`src/core/sfes_pkg.sv`:
```
package sfes_pkg;

  // ****************************************
  // instruction codes
  // ****************************************
  localparam logic [7:0] OP_SECTOR_ERASE = 8'h20;
  localparam logic [7:0] OP_BLOCK_ERASE = 8'hD8;
  localparam logic [7:0] OP_CHIP_ERASE = 8'hC7;
  localparam logic [7:0] OP_SLEEP = 8'hB9;
  localparam logic [7:0] OP_WAKE_ID = 8'hAB;
  localparam logic [7:0] OP_MFG_DEV_ID = 8'h90;
  localparam logic [7:0] OP_JEDEC_ID = 8'h9F;
  localparam logic [7:0] OP_READ_STATUS = 8'h05;

  // ****************************************
  // identity bytes (values arbitrary)
  // ****************************************
  localparam logic [7:0] MFG_ID = 8'h5A;
  localparam logic [7:0] DEV_ID = 8'h14;
  localparam logic [7:0] MEM_TYPE_ID = 8'h30;
  localparam logic [7:0] CAPACITY_ID = 8'h15;

  // ****************************************
  // geometry and framing
  // ****************************************
  localparam int ADDR_W = 24;
  localparam int BLK_LSB = 16;
  localparam int BLK_W = 5;
  localparam logic [5:0] BLK_COUNT = 6'h20;
  localparam logic [2:0] BP_ALL = 3'h6;
  localparam logic [2:0] ADDR_FRAME_BYTES = 3'h4;
  localparam logic [2:0] OP_FRAME_BYTES = 3'h1;
  localparam logic [2:0] NO_DATA_PHASE = 3'h7;
  localparam logic [23:0] SECTOR_MASK = 24'hFF_F000;
  localparam logic [23:0] BLOCK_MASK = 24'hFF_0000;
  localparam logic [1:0] SCOPE_SECTOR = 2'h0;
  localparam logic [1:0] SCOPE_BLOCK = 2'h1;
  localparam logic [1:0] SCOPE_CHIP = 2'h2;

  // ****************************************
  // timing
  // ****************************************
  localparam int CLK_MHZ = 10;
  localparam int SLEEP_ENTRY_US = 3;
  localparam int WAKE_PLAIN_US = 3;
  localparam int WAKE_ID_US = 6;
  localparam int SECTOR_ERASE_MS = 150;
  localparam int BLOCK_ERASE_MS = 1000;
  localparam int CHIP_ERASE_MS = 30000;
  localparam int SLEEP_ENTRY_CYC = SLEEP_ENTRY_US * CLK_MHZ;
  localparam int WAKE_PLAIN_CYC = WAKE_PLAIN_US * CLK_MHZ;
  localparam int WAKE_ID_CYC = WAKE_ID_US * CLK_MHZ;
  localparam int SECTOR_ERASE_CYC = SECTOR_ERASE_MS * 1000 * CLK_MHZ;
  localparam int BLOCK_ERASE_CYC = BLOCK_ERASE_MS * 1000 * CLK_MHZ;
  localparam int CHIP_ERASE_CYC = CHIP_ERASE_MS * 1000 * CLK_MHZ;

  typedef enum logic [2:0] {ST_IDLE, ST_ERASE, ST_ENTER, ST_SLEEP, ST_WAKE} sfes_state_type;

endpackage

```
`src/core/sfes_core.sv`:
```
// Operation
// opcode 20h plus address erases the addressed 4K sector to FFh.
// opcode D8h plus address erases the addressed 64K block to FFh.
// opcode C7h alone erases the whole array to FFh.
// erase accepted only with write enable latch set; host enables first.
// chip select must rise right after final byte; otherwise discard.
// chip select rise starts timed erase; busy high throughout, then low.
// status read still works during an erase cycle.
// write enable latch cleared when an erase cycle completes.
// sector or block erase refused inside the protected region.
// chip erase refused if any protection is set.
// B9h then chip select rise enters sleep within entry delay.
// in sleep only ABh is recognised; all else ignored.
// device comes up awake, not sleeping.
// ABh alone wakes; chip select stays high for plain wake delay.
// ABh plus three dummy bytes streams device identity repeatedly.
// ABh with identity read from sleep uses the longer wake delay.
// ABh while busy is ignored; ongoing cycle unaffected.
// 90h plus zero address streams manufacturer then device identity.
// 90h address one gives device first; bytes alternate until deselect.
// 9Fh streams manufacturer, memory type, then capacity bytes.
// opcode and address bits captured on serial clock rising edges.
// host sends MSB first and ignores output while deselected.
`timescale 1ns/10ps
module sfes_core #(
  parameter int unsigned SECTOR_ERASE_CYCLES = sfes_pkg::SECTOR_ERASE_CYC,
  parameter int unsigned BLOCK_ERASE_CYCLES = sfes_pkg::BLOCK_ERASE_CYC,
  parameter int unsigned CHIP_ERASE_CYCLES = sfes_pkg::CHIP_ERASE_CYC
) (
  input wire logic CORE_CLK,
  input wire logic ARST_N,
  input wire logic CLK_EN,
  input wire logic SPI_CS_N,
  input wire logic SPI_SCLK,
  input wire logic SERIAL_IN_LINE,
  input wire logic WEL_SET,
  input wire logic PROTECT_REGION_DIRECTION,
  input wire logic PROTECT_SIZE_BIT_HIGH,
  input wire logic PROTECT_SIZE_BIT_MID,
  input wire logic PROTECT_SIZE_BIT_LOW,
  output logic SPI_SO,
  output logic SPI_SO_OE,
  output logic WRITE_ENABLE_LATCH,
  output logic BUSY,
  output logic SLEEPING,
  output logic ERASE_STROBE,
  output logic [sfes_pkg::ADDR_W-1:0] ERASE_BASE,
  output logic [1:0] ERASE_SCOPE
);
  import sfes_pkg::*;

  // ****************************************
  // serial front end
  // ****************************************
  logic sclk_d_ff, nxt_sclk_d;
  logic cs_d_ff, nxt_cs_d;
  logic [2:0] bit_cnt_ff, nxt_bit_cnt;
  logic [2:0] byte_cnt_ff, nxt_byte_cnt;
  logic [7:0] shift_ff, nxt_shift;
  logic [7:0] opcode_ff, nxt_opcode;
  logic [ADDR_W-1:0] addr_ff, nxt_addr;
  logic [1:0] out_sel_ff, nxt_out_sel;
  logic so_ff, nxt_so;
  logic so_oe_ff, nxt_so_oe;
  logic sleeping_ff, busy_ff, wel_ff;
  logic sclk_rise, sclk_fall, cs_rise;
  logic [2:0] hdr_len;
  logic out_allowed, in_data;
  logic [7:0] out_byte;

  assign sclk_rise = !SPI_CS_N && SPI_SCLK && !sclk_d_ff;
  assign sclk_fall = !SPI_CS_N && !SPI_SCLK && sclk_d_ff;
  assign cs_rise = SPI_CS_N && !cs_d_ff;
  assign in_data = out_allowed && (byte_cnt_ff >= hdr_len);

  always_comb begin
    hdr_len = NO_DATA_PHASE;
    out_allowed = 1'b0;
    out_byte = 8'h00;
    unique case (opcode_ff)
      // identity repeated
      // silent while busy
      OP_WAKE_ID: begin
        hdr_len = ADDR_FRAME_BYTES;
        out_allowed = !busy_ff;
        out_byte = DEV_ID;
      end
      // manufacturer then device
      // order set by address bit
      OP_MFG_DEV_ID: begin
        hdr_len = ADDR_FRAME_BYTES;
        out_allowed = !busy_ff && !sleeping_ff;
        out_byte = (out_sel_ff[0] ^ addr_ff[0]) ? DEV_ID : MFG_ID;
      end
      // three jedec bytes
      OP_JEDEC_ID: begin
        hdr_len = OP_FRAME_BYTES;
        out_allowed = !busy_ff && !sleeping_ff;
        out_byte = (out_sel_ff == 2'h0) ? MFG_ID : ((out_sel_ff == 2'h1) ? MEM_TYPE_ID : CAPACITY_ID);
      end
      // status during erase
      OP_READ_STATUS: begin
        hdr_len = OP_FRAME_BYTES;
        out_allowed = !sleeping_ff;
        out_byte = {6'h00, wel_ff, busy_ff};
      end
      default: begin
        hdr_len = NO_DATA_PHASE;
      end
    endcase
  end

  always_comb begin
    nxt_sclk_d = SPI_SCLK;
    nxt_cs_d = SPI_CS_N;
    nxt_bit_cnt = bit_cnt_ff;
    nxt_byte_cnt = byte_cnt_ff;
    nxt_shift = shift_ff;
    nxt_opcode = opcode_ff;
    nxt_addr = addr_ff;
    nxt_out_sel = out_sel_ff;
    nxt_so = so_ff;
    nxt_so_oe = so_oe_ff;
    if (SPI_CS_N) begin
      nxt_bit_cnt = 3'h0;
      nxt_byte_cnt = 3'h0;
      nxt_out_sel = 2'h0;
      nxt_so_oe = 1'b0;
      nxt_so = 1'b0;
    end else begin
      // capture on rising edge
      if (sclk_rise) begin
        nxt_shift = {shift_ff[6:0], SERIAL_IN_LINE};
        nxt_bit_cnt = bit_cnt_ff + 3'h1;
        if (byte_cnt_ff != 3'h0 && byte_cnt_ff < ADDR_FRAME_BYTES) begin
          nxt_addr = {addr_ff[ADDR_W-2:0], SERIAL_IN_LINE};
        end
        if (bit_cnt_ff == 3'h7) begin
          if (byte_cnt_ff == 3'h0) begin
            nxt_opcode = {shift_ff[6:0], SERIAL_IN_LINE};
          end
          if (byte_cnt_ff != 3'h7) begin
            nxt_byte_cnt = byte_cnt_ff + 3'h1;
          end
          if (in_data) begin
            nxt_out_sel = (opcode_ff == OP_JEDEC_ID && out_sel_ff == 2'h2) ? 2'h0 : out_sel_ff + 2'h1;
          end
        end
      end
      // sleep gates all but wake
      if (sclk_fall) begin
        nxt_so_oe = in_data;
        nxt_so = in_data ? out_byte[3'h7 - bit_cnt_ff] : 1'b0;
      end
    end
  end

  always_ff @(posedge CORE_CLK or negedge ARST_N) begin
    if (!ARST_N) begin
      sclk_d_ff <= 1'b0;
      cs_d_ff <= 1'b1;
      bit_cnt_ff <= 3'h0;
      byte_cnt_ff <= 3'h0;
      shift_ff <= 8'h00;
      opcode_ff <= 8'h00;
      addr_ff <= 24'h00_0000;
      out_sel_ff <= 2'h0;
      so_ff <= 1'b0;
      so_oe_ff <= 1'b0;
    end else if (CLK_EN) begin
      sclk_d_ff <= nxt_sclk_d;
      cs_d_ff <= nxt_cs_d;
      bit_cnt_ff <= nxt_bit_cnt;
      byte_cnt_ff <= nxt_byte_cnt;
      shift_ff <= nxt_shift;
      opcode_ff <= nxt_opcode;
      addr_ff <= nxt_addr;
      out_sel_ff <= nxt_out_sel;
      so_ff <= nxt_so;
      so_oe_ff <= nxt_so_oe;
    end
  end

  // ****************************************
  // protection decode
  // ****************************************
  logic [2:0] bp;
  logic [5:0] prot_blocks, blk_idx;
  logic prot_hit, any_prot;

  assign bp = {PROTECT_SIZE_BIT_HIGH, PROTECT_SIZE_BIT_MID, PROTECT_SIZE_BIT_LOW};
  assign any_prot = (bp != 3'h0);
  assign blk_idx = {1'b0, addr_ff[BLK_LSB +: BLK_W]};

  always_comb begin
    prot_blocks = 6'h00;
    prot_hit = 1'b0;
    if (bp >= BP_ALL) begin
      prot_hit = 1'b1;
    end else if (any_prot) begin
      prot_blocks = 6'h01 << (bp - 3'h1);
      prot_hit = PROTECT_REGION_DIRECTION ? (blk_idx < prot_blocks) : (blk_idx >= BLK_COUNT - prot_blocks);
    end
  end

  // ****************************************
  // erase and sleep sequencer
  // ****************************************
  sfes_state_type state_ff, nxt_state;
  logic [31:0] timer_ff, nxt_timer;
  logic nxt_wel, nxt_busy, nxt_sleeping, strobe_ff, nxt_strobe;
  logic [ADDR_W-1:0] base_ff, nxt_base;
  logic [1:0] scope_ff, nxt_scope;
  logic addr_frame_ok, op_frame_ok;

  assign addr_frame_ok = (byte_cnt_ff == ADDR_FRAME_BYTES) && (bit_cnt_ff == 3'h0);
  assign op_frame_ok = (byte_cnt_ff == OP_FRAME_BYTES) && (bit_cnt_ff == 3'h0);

  always_comb begin
    nxt_state = state_ff;
    nxt_timer = timer_ff;
    nxt_wel = wel_ff;
    nxt_strobe = 1'b0;
    nxt_base = base_ff;
    nxt_scope = scope_ff;
    unique case (state_ff)
      ST_IDLE: begin
        if (cs_rise) begin
          // latch gates erase
          // exact framing only
          // sector erase
          if (opcode_ff == OP_SECTOR_ERASE && addr_frame_ok && wel_ff && !prot_hit) begin // protect check
            nxt_state = ST_ERASE;
            nxt_timer = SECTOR_ERASE_CYCLES - 32'h1;
            nxt_strobe = 1'b1;
            nxt_base = addr_ff & SECTOR_MASK;
            nxt_scope = SCOPE_SECTOR;
          // block erase
          end else if (opcode_ff == OP_BLOCK_ERASE && addr_frame_ok && wel_ff && !prot_hit) begin
            nxt_state = ST_ERASE;
            nxt_timer = BLOCK_ERASE_CYCLES - 32'h1;
            nxt_strobe = 1'b1;
            nxt_base = addr_ff & BLOCK_MASK;
            nxt_scope = SCOPE_BLOCK;
          // chip erase
          end else if (opcode_ff == OP_CHIP_ERASE && op_frame_ok && wel_ff && !any_prot) begin // any protect
            nxt_state = ST_ERASE;
            nxt_timer = CHIP_ERASE_CYCLES - 32'h1;
            nxt_strobe = 1'b1;
            nxt_base = 24'h00_0000;
            nxt_scope = SCOPE_CHIP;
          // sleep entry
          end else if (opcode_ff == OP_SLEEP && op_frame_ok) begin
            nxt_state = ST_ENTER;
            nxt_timer = SLEEP_ENTRY_CYC - 1;
          end
        end
      end
      // self-timed busy
      ST_ERASE: begin
        nxt_timer = timer_ff - 32'h1;
        if (timer_ff == 32'h0) begin
          nxt_state = ST_IDLE;
          // clear latch on finish
          nxt_wel = 1'b0;
        end
      end
      ST_ENTER: begin
        nxt_timer = timer_ff - 32'h1;
        if (timer_ff == 32'h0) begin
          nxt_state = ST_SLEEP;
        end
      end
      ST_SLEEP: begin
        if (cs_rise && opcode_ff == OP_WAKE_ID && byte_cnt_ff != 3'h0 && bit_cnt_ff == 3'h0) begin
          nxt_state = ST_WAKE;
          // plain wake delay
          // longer after id read
          nxt_timer = op_frame_ok ? WAKE_PLAIN_CYC - 1 : WAKE_ID_CYC - 1;
        end
      end
      ST_WAKE: begin
        nxt_timer = timer_ff - 32'h1;
        if (!SPI_CS_N) begin
          nxt_state = ST_SLEEP;
        end else if (timer_ff == 32'h0) begin
          nxt_state = ST_IDLE;
        end
      end
    endcase
    if (WEL_SET) begin
      nxt_wel = 1'b1;
    end
    nxt_busy = (nxt_state == ST_ERASE);
    nxt_sleeping = (nxt_state == ST_SLEEP) || (nxt_state == ST_WAKE);
  end

  always_ff @(posedge CORE_CLK or negedge ARST_N) begin
    if (!ARST_N) begin
      // awake after power-up
      state_ff <= ST_IDLE;
      timer_ff <= 32'h0000_0000;
      wel_ff <= 1'b0;
      busy_ff <= 1'b0;
      sleeping_ff <= 1'b0;
      strobe_ff <= 1'b0;
      base_ff <= 24'h00_0000;
      scope_ff <= 2'h0;
    end else if (CLK_EN) begin
      state_ff <= nxt_state;
      timer_ff <= nxt_timer;
      wel_ff <= nxt_wel;
      busy_ff <= nxt_busy;
      sleeping_ff <= nxt_sleeping;
      strobe_ff <= nxt_strobe;
      base_ff <= nxt_base;
      scope_ff <= nxt_scope;
    end
  end

  assign SPI_SO = so_ff;
  assign SPI_SO_OE = so_oe_ff;
  assign WRITE_ENABLE_LATCH = wel_ff;
  assign BUSY = busy_ff;
  assign SLEEPING = sleeping_ff;
  assign ERASE_STROBE = strobe_ff;
  assign ERASE_BASE = base_ff;
  assign ERASE_SCOPE = scope_ff;
endmodule

```
`config.mk`:
```
export PLATFORM = sky130hd
export DESIGN_NAME = sfes_core
export DESIGN_NICKNAME = d
export VERILOG_FILES = /design/src/core/sfes_pkg.sv /design/src/core/sfes_core.sv
export SDC_FILE = /design/constraint.sdc
export NUM_CORES = 1
export LEC_CHECK = 0
export BUFFER_PORTS_ARGS = -buffer_cell sky130_fd_sc_hd__buf_4
export CAP_MARGIN = 40
export CORE_MARGIN = 2
export CORE_UTILIZATION = 60
export CTS_CLUSTER_DIAMETER = 40
export DETAILED_ROUTE_END_ITERATION = 6
export GPL_TIMING_DRIVEN = 0
export PLACE_DENSITY = 0.84
export SYNTH_ARGS = -nofsm -noshare
export SYNTH_HDL_FRONTEND = slang
export SYNTH_SLANG_ARGS = --single-unit
```
`constraint.sdc`:
```
create_clock -name CORE_CLK -period 5.2 [get_ports CORE_CLK]
set_input_delay 1.04 -clock CORE_CLK [delete_from_list [all_inputs] [get_ports CORE_CLK]]
set_output_delay 1.04 -clock CORE_CLK [all_outputs]
set_load 0.02 [all_outputs]
```
==> metrics.txt, run 1 <==
WP buf/inv 2; crit-path cells buf_4 -> or3b_2 -> ha_1 -> xnor2_1 -> ha_1 -> a211o_1 -> a31oi_1 -> o21ai_1 -> a311oi_1 -> o2111ai_1 -> buf_2 -> a22o_1; clk root buf clkbuf_8; clk sink count 104; CP Capture Type flip-flop; fin crit share 88.58%; net count reported at finish 707; Worst EP arrival 4890 ps; Via Count 5027; Placed Cells 797; # Post-CTS Setup Buffers 0; vias in the first global route 4810; most used cell, CP ha_1; I/O Buffers 26; Site Rows 36; routability cong. 0.9138; Gate Count Post-Synth 624; CTS H-tree lvls 3; number of hold violations in the final report 0; Die H 103.0 um; CP delay by family, top compound AO/OA/AOI/OAI gates; sequential area share after synthesis 44.31%; max_cap viols 0; launch point of the worst reg-to-reg path addr_ff[18]$_DFFE_PN0P_; critical hold path startpoint ERASE_BASE[14]$_DFFE_PN0P_; WHS 485.2 ps; hpwl dp 9924 um; Power, Total 2.361 mW; Syn Std Cell Area 0.005876 mm^2; io pins 43; final WL 13810 um; Vias/cell 6.183; clock skew 10.54 ps; remaining antenna violation count 0; largest net degree at the start of global routing 54; cts bufs inserted 9; crit-path max FO 10; layout cell share with drive strength beyond 1 17.50%; Total GRT Usage 27.86%; reg2reg end ERASE_BASE[21]$_DFFE_PN0P_; Layout Cells excl Fill 813; FMAX 217.1 MHz; worst path required time 5480 ps; Slew @ Worst Pin 871.2 ps; min setup slack post-route 593.9 ps; Starting Density 60.96%; class of the worst hold path flip-flop to flip-flop; first-pass GRT wire length 22810 um; DRC violations left 0; min Tclk post-route 4606 ps; Slowest-stage cell, CP a311oi_1; clock tree buffer depth 2; Mapped Avg Cell Area 9.416 um^2; R2R cell count 8; ant diodes 0; Crit Path Category primary input to flip-flop; Clk Latency, worst-skew pair 390 ps; hold endpoint ERASE_BASE[14]$_DFFE_PN0P_; Die X 103.0 um; status finished clean; Power Dens Cells 363.2 mW/mm^2; Worst R2R Setup Slack 1790 ps; Crit path largest cell delay 780 ps; RSZ-0062 raised after global routing false; post_cts resized 0; Post-synth top flop dfrtp_1; Hold-fix buffers, CTS 0; WHS Path Cells 2; grt total ovfl 0; drt first-iter violations 402; synthesized flop and latch total 104; final setup vio count 0; peak supply drop 0.0002169 V; setup TNS 0 ps; Slew HR 41.39%; Place WS 235.3 ps; commonest cells after routing, fill and taps aside dfrtp_1, nand2_1, o21ai_1, nor2_1, buf_4; YS warnings 0; DR pass1 iterations 5; Core Region 0.009639 mm^2; Die Area 0.01060 mm^2; Layout area overhead 10.63%; number of synthesized flops with an enable pin 0; commonest non-fill, non-tap cell in the layout dfrtp_1; clock slew seen by the registers of the worst setup and hold paths 110 ps; Final Max Slew Viols 0; CTS tree built; WL/cell 16.99 um; Leak 3.027 nW; CP startpoint kind primary input; initial antenna violation count 0; synth unique cells 68; async set or reset register ratio after synthesis 100.0%
==> synthesized netlist by cell type, types with 3 or more instances <==
| master | number | area [um^2] |
|---|---|---|
| dfrtp_1 | 103 | 2577 |
| nand2_1 | 69 | 259.0 |
| o21ai_1 | 51 | 255.2 |
| nor2_1 | 42 | 157.7 |
| a21oi_1 | 35 | 175.2 |
| mux2_2 | 35 | 394.1 |
| o21ai_0 | 23 | 115.1 |
| inv_1 | 22 | 82.58 |
| ha_1 | 21 | 262.8 |
| nor3_1 | 18 | 90.09 |
| clkbuf_1 | 17 | 63.81 |
| nand3_1 | 14 | 70.07 |
| a22o_1 | 13 | 113.9 |
| a31oi_1 | 12 | 75.07 |
| buf_4 | 12 | 90.09 |
| nand2b_1 | 11 | 68.82 |
| nor4_1 | 10 | 62.56 |
| buf_2 | 7 | 35.03 |
| nand4_1 | 7 | 43.79 |
| or3_1 | 7 | 43.79 |
| a21o_1 | 6 | 45.04 |
| and3_1 | 5 | 31.28 |
| nand3b_1 | 5 | 37.54 |
| nor2b_1 | 5 | 31.28 |
| and2_1 | 4 | 25.02 |
| nand4b_1 | 4 | 35.03 |
| o21a_1 | 4 | 30.03 |
| o31ai_1 | 4 | 30.03 |
| and4b_1 | 3 | 30.03 |
| mux2i_1 | 3 | 30.03 |
| or2_2 | 3 | 18.77 |
==> per-layer routing <==
layer	GRT usage [%]	vias to the layer above	wire length [um]
met1	36.23	2434	5755
li1	-	2339	-
met3	5.492	35	965
met4	13.46	0	399
met5	0	-	0
met2	44.91	219	6692
==> metrics by stage <==
stage | instance area, um^2 | util [%]
3_3_place_gp | 6279 | 65.14
3_5_place_dp | 6316 | 65.52
6_report | 6500 | 67.43
5_1_grt | 6500 | 67.43
2_1_floorplan | 5917 | -
4_1_cts | 6500 | 67.43
==> worst max path at each step <==
stage / start / to / depth (start not counted)
finish: PROTECT_SIZE_BIT_LOW / ERASE_BASE[21]$_DFFE_PN0P_ / 12
global route: PROTECT_SIZE_BIT_HIGH / ERASE_BASE[22]$_DFFE_PN0P_ / 12
CTS: PROTECT_SIZE_BIT_LOW / ERASE_BASE[21]$_DFFE_PN0P_ / 12
detailed placement: PROTECT_SIZE_BIT_LOW / ERASE_BASE[21]$_DFFE_PN0P_ / 12
global placement: PROTECT_SIZE_BIT_LOW / ERASE_BASE[21]$_DFFE_PN0P_ / 12
floorplan: PROTECT_SIZE_BIT_HIGH / ERASE_BASE[19]$_DFFE_PN0P_ / 12
==> sequential cells by signal, indices dropped and copies added (netlist names), 2 cells and up <==
signal / count
addr_ff: 24
byte_cnt_ff: 3
bit_cnt_ff: 3
out_sel_ff: 2
shift_ff: 7
timer_ff: 32
ERASE_BASE: 12
state_ff: 3
opcode_ff: 8
ERASE_SCOPE: 2
==> cell type report <==
class / count / area (um^2)
Buffer: 40 / 219.0
Clock buffer: 10 / 127.6
Clock inverter: 6 / 56.30
Fill cell: 793 / 3139
Inverter: 23 / 86.33
Multi-Input combinational cell: 468 / 3008
Sequential cell: 104 / 2604
Tap cell: 133 / 166.4
Timing Repair Buffer: 29 / 232.7
==> worst register-to-register path, delay by kind of cell (launching register included) <==
family                   cells  cell delay (ps)
AO/OA/AOI/OAI                6             2190
adder cells (fa/ha/maj)      1              320
buffers and inverters        1              360
flip-flops                   1              440
==> cells by family (layout without fill, tap and decap cells) <==
logic type	after synthesis	in the layout	synth area share [%]
xor gates and xnor gates	3	3	0.4473
and+or+nand+nor	223	223	20.49
AOI/OAI and AO/OA	171	171	17.80
other	1	12	0.06382
DFF	104	104	44.31
muxes	38	38	7.219
adders and majority gates	21	21	4.472
buffers and inverters	63	108	5.196
==> report_power, final <==
| group | total (mW) | internal [mW] | switching, mW |
|---|---|---|---|
| Sequential | 0.976 | 0.894 | 0.0826 |
| Clock | 0.502 | 0.188 | 0.315 |
| Combinational | 0.882 | 0.295 | 0.587 |
| Total | 2.36 | 1.38 | 0.984 |
Power figures use the tool's default switching activity.
==> inputs of run 2 (changes only) <==
--- a/config.mk
+++ b/config.mk
@@ -7,6 +7,7 @@
 export LEC_CHECK = 0
 export BUFFER_PORTS_ARGS = -buffer_cell sky130_fd_sc_hd__buf_4
 export CAP_MARGIN = 40
+export CORE_ASPECT_RATIO = 0.75
 export CORE_MARGIN = 2
 export CORE_UTILIZATION = 60
 export CTS_CLUSTER_DIAMETER = 40
==> run 2 against run 1 <==
Net effect:
- register-to-register slack barely moved
- die area barely moved
- final area rose by 1.7%
- sequential share of layout area fell by 0.67 points
- largest power group unchanged
==> metrics.txt, run 2 (synthesis results as in run 1) <==
status finished clean; fin crit share 89.23% (+0.65 points); Leak 3.069 nW (+1.4%); CTS H-tree lvls 3 (unchanged); WP buf/inv 2 (unchanged); net count reported at finish 707 (unchanged); Slew @ Worst Pin 946.4 ps (+75.25 ps); clock tree buffer depth 2 (unchanged); setup TNS 0 ps (unchanged); Vias/cell 6.175 (-0.14%); first-pass GRT wire length 24140 um (+5.8%); Placed Cells 796 (-0.13%); Slew HR 36.32% (-5.1 points); Starting Density 61.33% (+0.37 points); Core Region 0.009580 mm^2 (-0.61%); I/O Buffers 26 (unchanged); Via Count 5014 (-0.26%); Worst EP arrival 4880 ps (about the same); worst path required time 5440 ps (-40 ps); Clk Latency, worst-skew pair 360 ps (-30 ps); FMAX 215.5 MHz (-0.72%); most used cell, CP ha_1; crit-path max FO 10 (unchanged); ant diodes 0 (unchanged); Site Rows 31 (-14%); DR pass1 iterations 5 (unchanged); DRC violations left 0 (unchanged); Crit Path Category primary input to flip-flop; CP Capture Type flip-flop; initial antenna violation count 0 (unchanged); cts bufs inserted 9 (unchanged); drt first-iter violations 465 (+16%); hpwl dp 9978 um (+0.54%); crit-path cells buf_4 -> or3b_2 -> ha_1 -> xnor2_1 -> ha_1 -> a211o_1 -> a31oi_1 -> o21ai_1 -> a311oi_1 -> o2111ai_1 -> buf_2 -> a22o_1; clock skew 8.218 ps (-2.320 ps); routability cong. 0.9178 (+0.44%); Crit path largest cell delay 720 ps (-60 ps); # Post-CTS Setup Buffers 0 (unchanged); Hold-fix buffers, CTS 0 (unchanged); commonest non-fill, non-tap cell in the layout dfrtp_1; peak supply drop 0.0002068 V (-4.7%); CP startpoint kind primary input; io pins 43 (unchanged); CP delay by family, top compound AO/OA/AOI/OAI gates; Die X 118.3 um (+15%); largest net degree at the start of global routing 68 (+26%); Filler cells 717 (-9.6%); post_cts resized 0 (unchanged); clock slew seen by the registers of the worst setup and hold paths 70 ps (-40 ps); Top reg by flops timer_ff; Slowest-stage cell, CP a311oi_1; Die Area 0.01061 mm^2 (about the same); RSZ-0062 raised after global routing false; FF+latch area 0.002604 mm^2 (unchanged); final WL 14470 um (+4.7%); vias in the first global route 4858 (+1.0%); Layout area overhead 12.52%; class of the worst hold path flip-flop to flip-flop; grt total ovfl 0 (unchanged); max_cap viols 0 (unchanged); remaining antenna violation count 0 (unchanged); multi-input gate area in the final layout 0.003008 mm^2 (unchanged); final setup vio count 0 (unchanged); Total GRT Usage 28.26% (+0.40 points); commonest cells after routing, fill and taps aside dfrtp_1, nand2_1, o21ai_1, nor2_1, buf_4; clk sink count 104 (unchanged); clk root buf clkbuf_16; Final Max Slew Viols 0 (unchanged); CTS tree built; number of hold violations in the final report 0 (unchanged); layout cell share with drive strength beyond 1 17.65% (+0.15 points); Die H 89.70 um (-13%); Power Dens Cells 387.1 mW/mm^2 (+6.6%); min Tclk post-route 4640 ps (+33.63 ps); Layout Cells excl Fill 812 (-0.12%); max reg flops 32 (unchanged); WL/cell 17.82 um (+4.9%)
run 2: cell types whose count changed in the layout (fill, tap and decap cells not counted), sizes merged:
| cell | previous run | this run |
|---|---|---|
| clkbuf | 27 | 26 |
| clkinvlp | 0 | 2 |
| inv | 27 | 26 |
run 2: per-layer routing:
layer  GRT usage (%)  up-vias  part of all wire (%)
met5               0        -                     0
met3           7.043       27                   7.3
li1                -     2330                     -
met1           39.96     2428                    45
met4           9.538        0                   1.7
met2           42.73      229                    46
run 2: stage by stage:
step           hold WS, ps  setup slack [ps]  utilization [%]  area (um^2)  total power, mW
3_5_place_dp         461.6             379.2            65.91         6315            1.846
6_report             475.4             560.3            69.01         6611            2.559
4_1_cts              481.1             635.5            69.01         6611            2.533
3_3_place_gp         456.3             376.4            65.52         6277            1.800
5_1_grt              498.0             363.0            69.01         6611            2.702
2_1_floorplan        440.2              1024                -         5917            1.596
run 2: worst min-delay path: cells and delay by family, from the launching register on:
kind	cells	cell delay (ps)
simple gates	2	100
flops	1	350
run 2: cell type report:
cell class              instances  area share, %
plain buffers                  40          3.312
clock buffers                   9          3.407
clock inverters                 7          1.079
inverters                      23          1.306
multi-input cells             468          45.50
flip-flops and latches        104          39.38
well taps                     132          2.498
repair buffers                 29          3.520
run 2: path summary, 6_finish.rpt:
| check | from | endpoint | slack [ps] | cells past startpoint |
|---|---|---|---|---|
| setup / recovery | PROTECT_SIZE_BIT_LOW | ERASE_BASE[19]$_DFFE_PN0P_ | 560 | 12 |
| hold / removal | ERASE_BASE[14]$_DFFE_PN0P_ | ERASE_BASE[14]$_DFFE_PN0P_ | 480 | 2 |
| setup reg to reg | addr_ff[18]$_DFFE_PN0P_ | ERASE_BASE[19]$_DFFE_PN0P_ | 1780 | 8 |
| hold reg to reg | ERASE_BASE[14]$_DFFE_PN0P_ | ERASE_BASE[14]$_DFFE_PN0P_ | 480 | 2 |
| max in group asynchronous | ARST_N | timer_ff[25]$_DFFE_PN0P_ | 3870 | 2 |
| min in group asynchronous | ARST_N | shift_ff[4]$_DFFE_PN0P_ | 640 | 1 |
run 2: report_power, final:
| group | switching, mW | total (mW) | internal [mW] |
|---|---|---|---|
| logic | 0.602 | 0.899 | 0.297 |
| clock network | 0.342 | 0.682 | 0.339 |
| registers | 0.0848 | 0.979 | 0.894 |
| total | 1.03 | 2.56 | 1.53 |
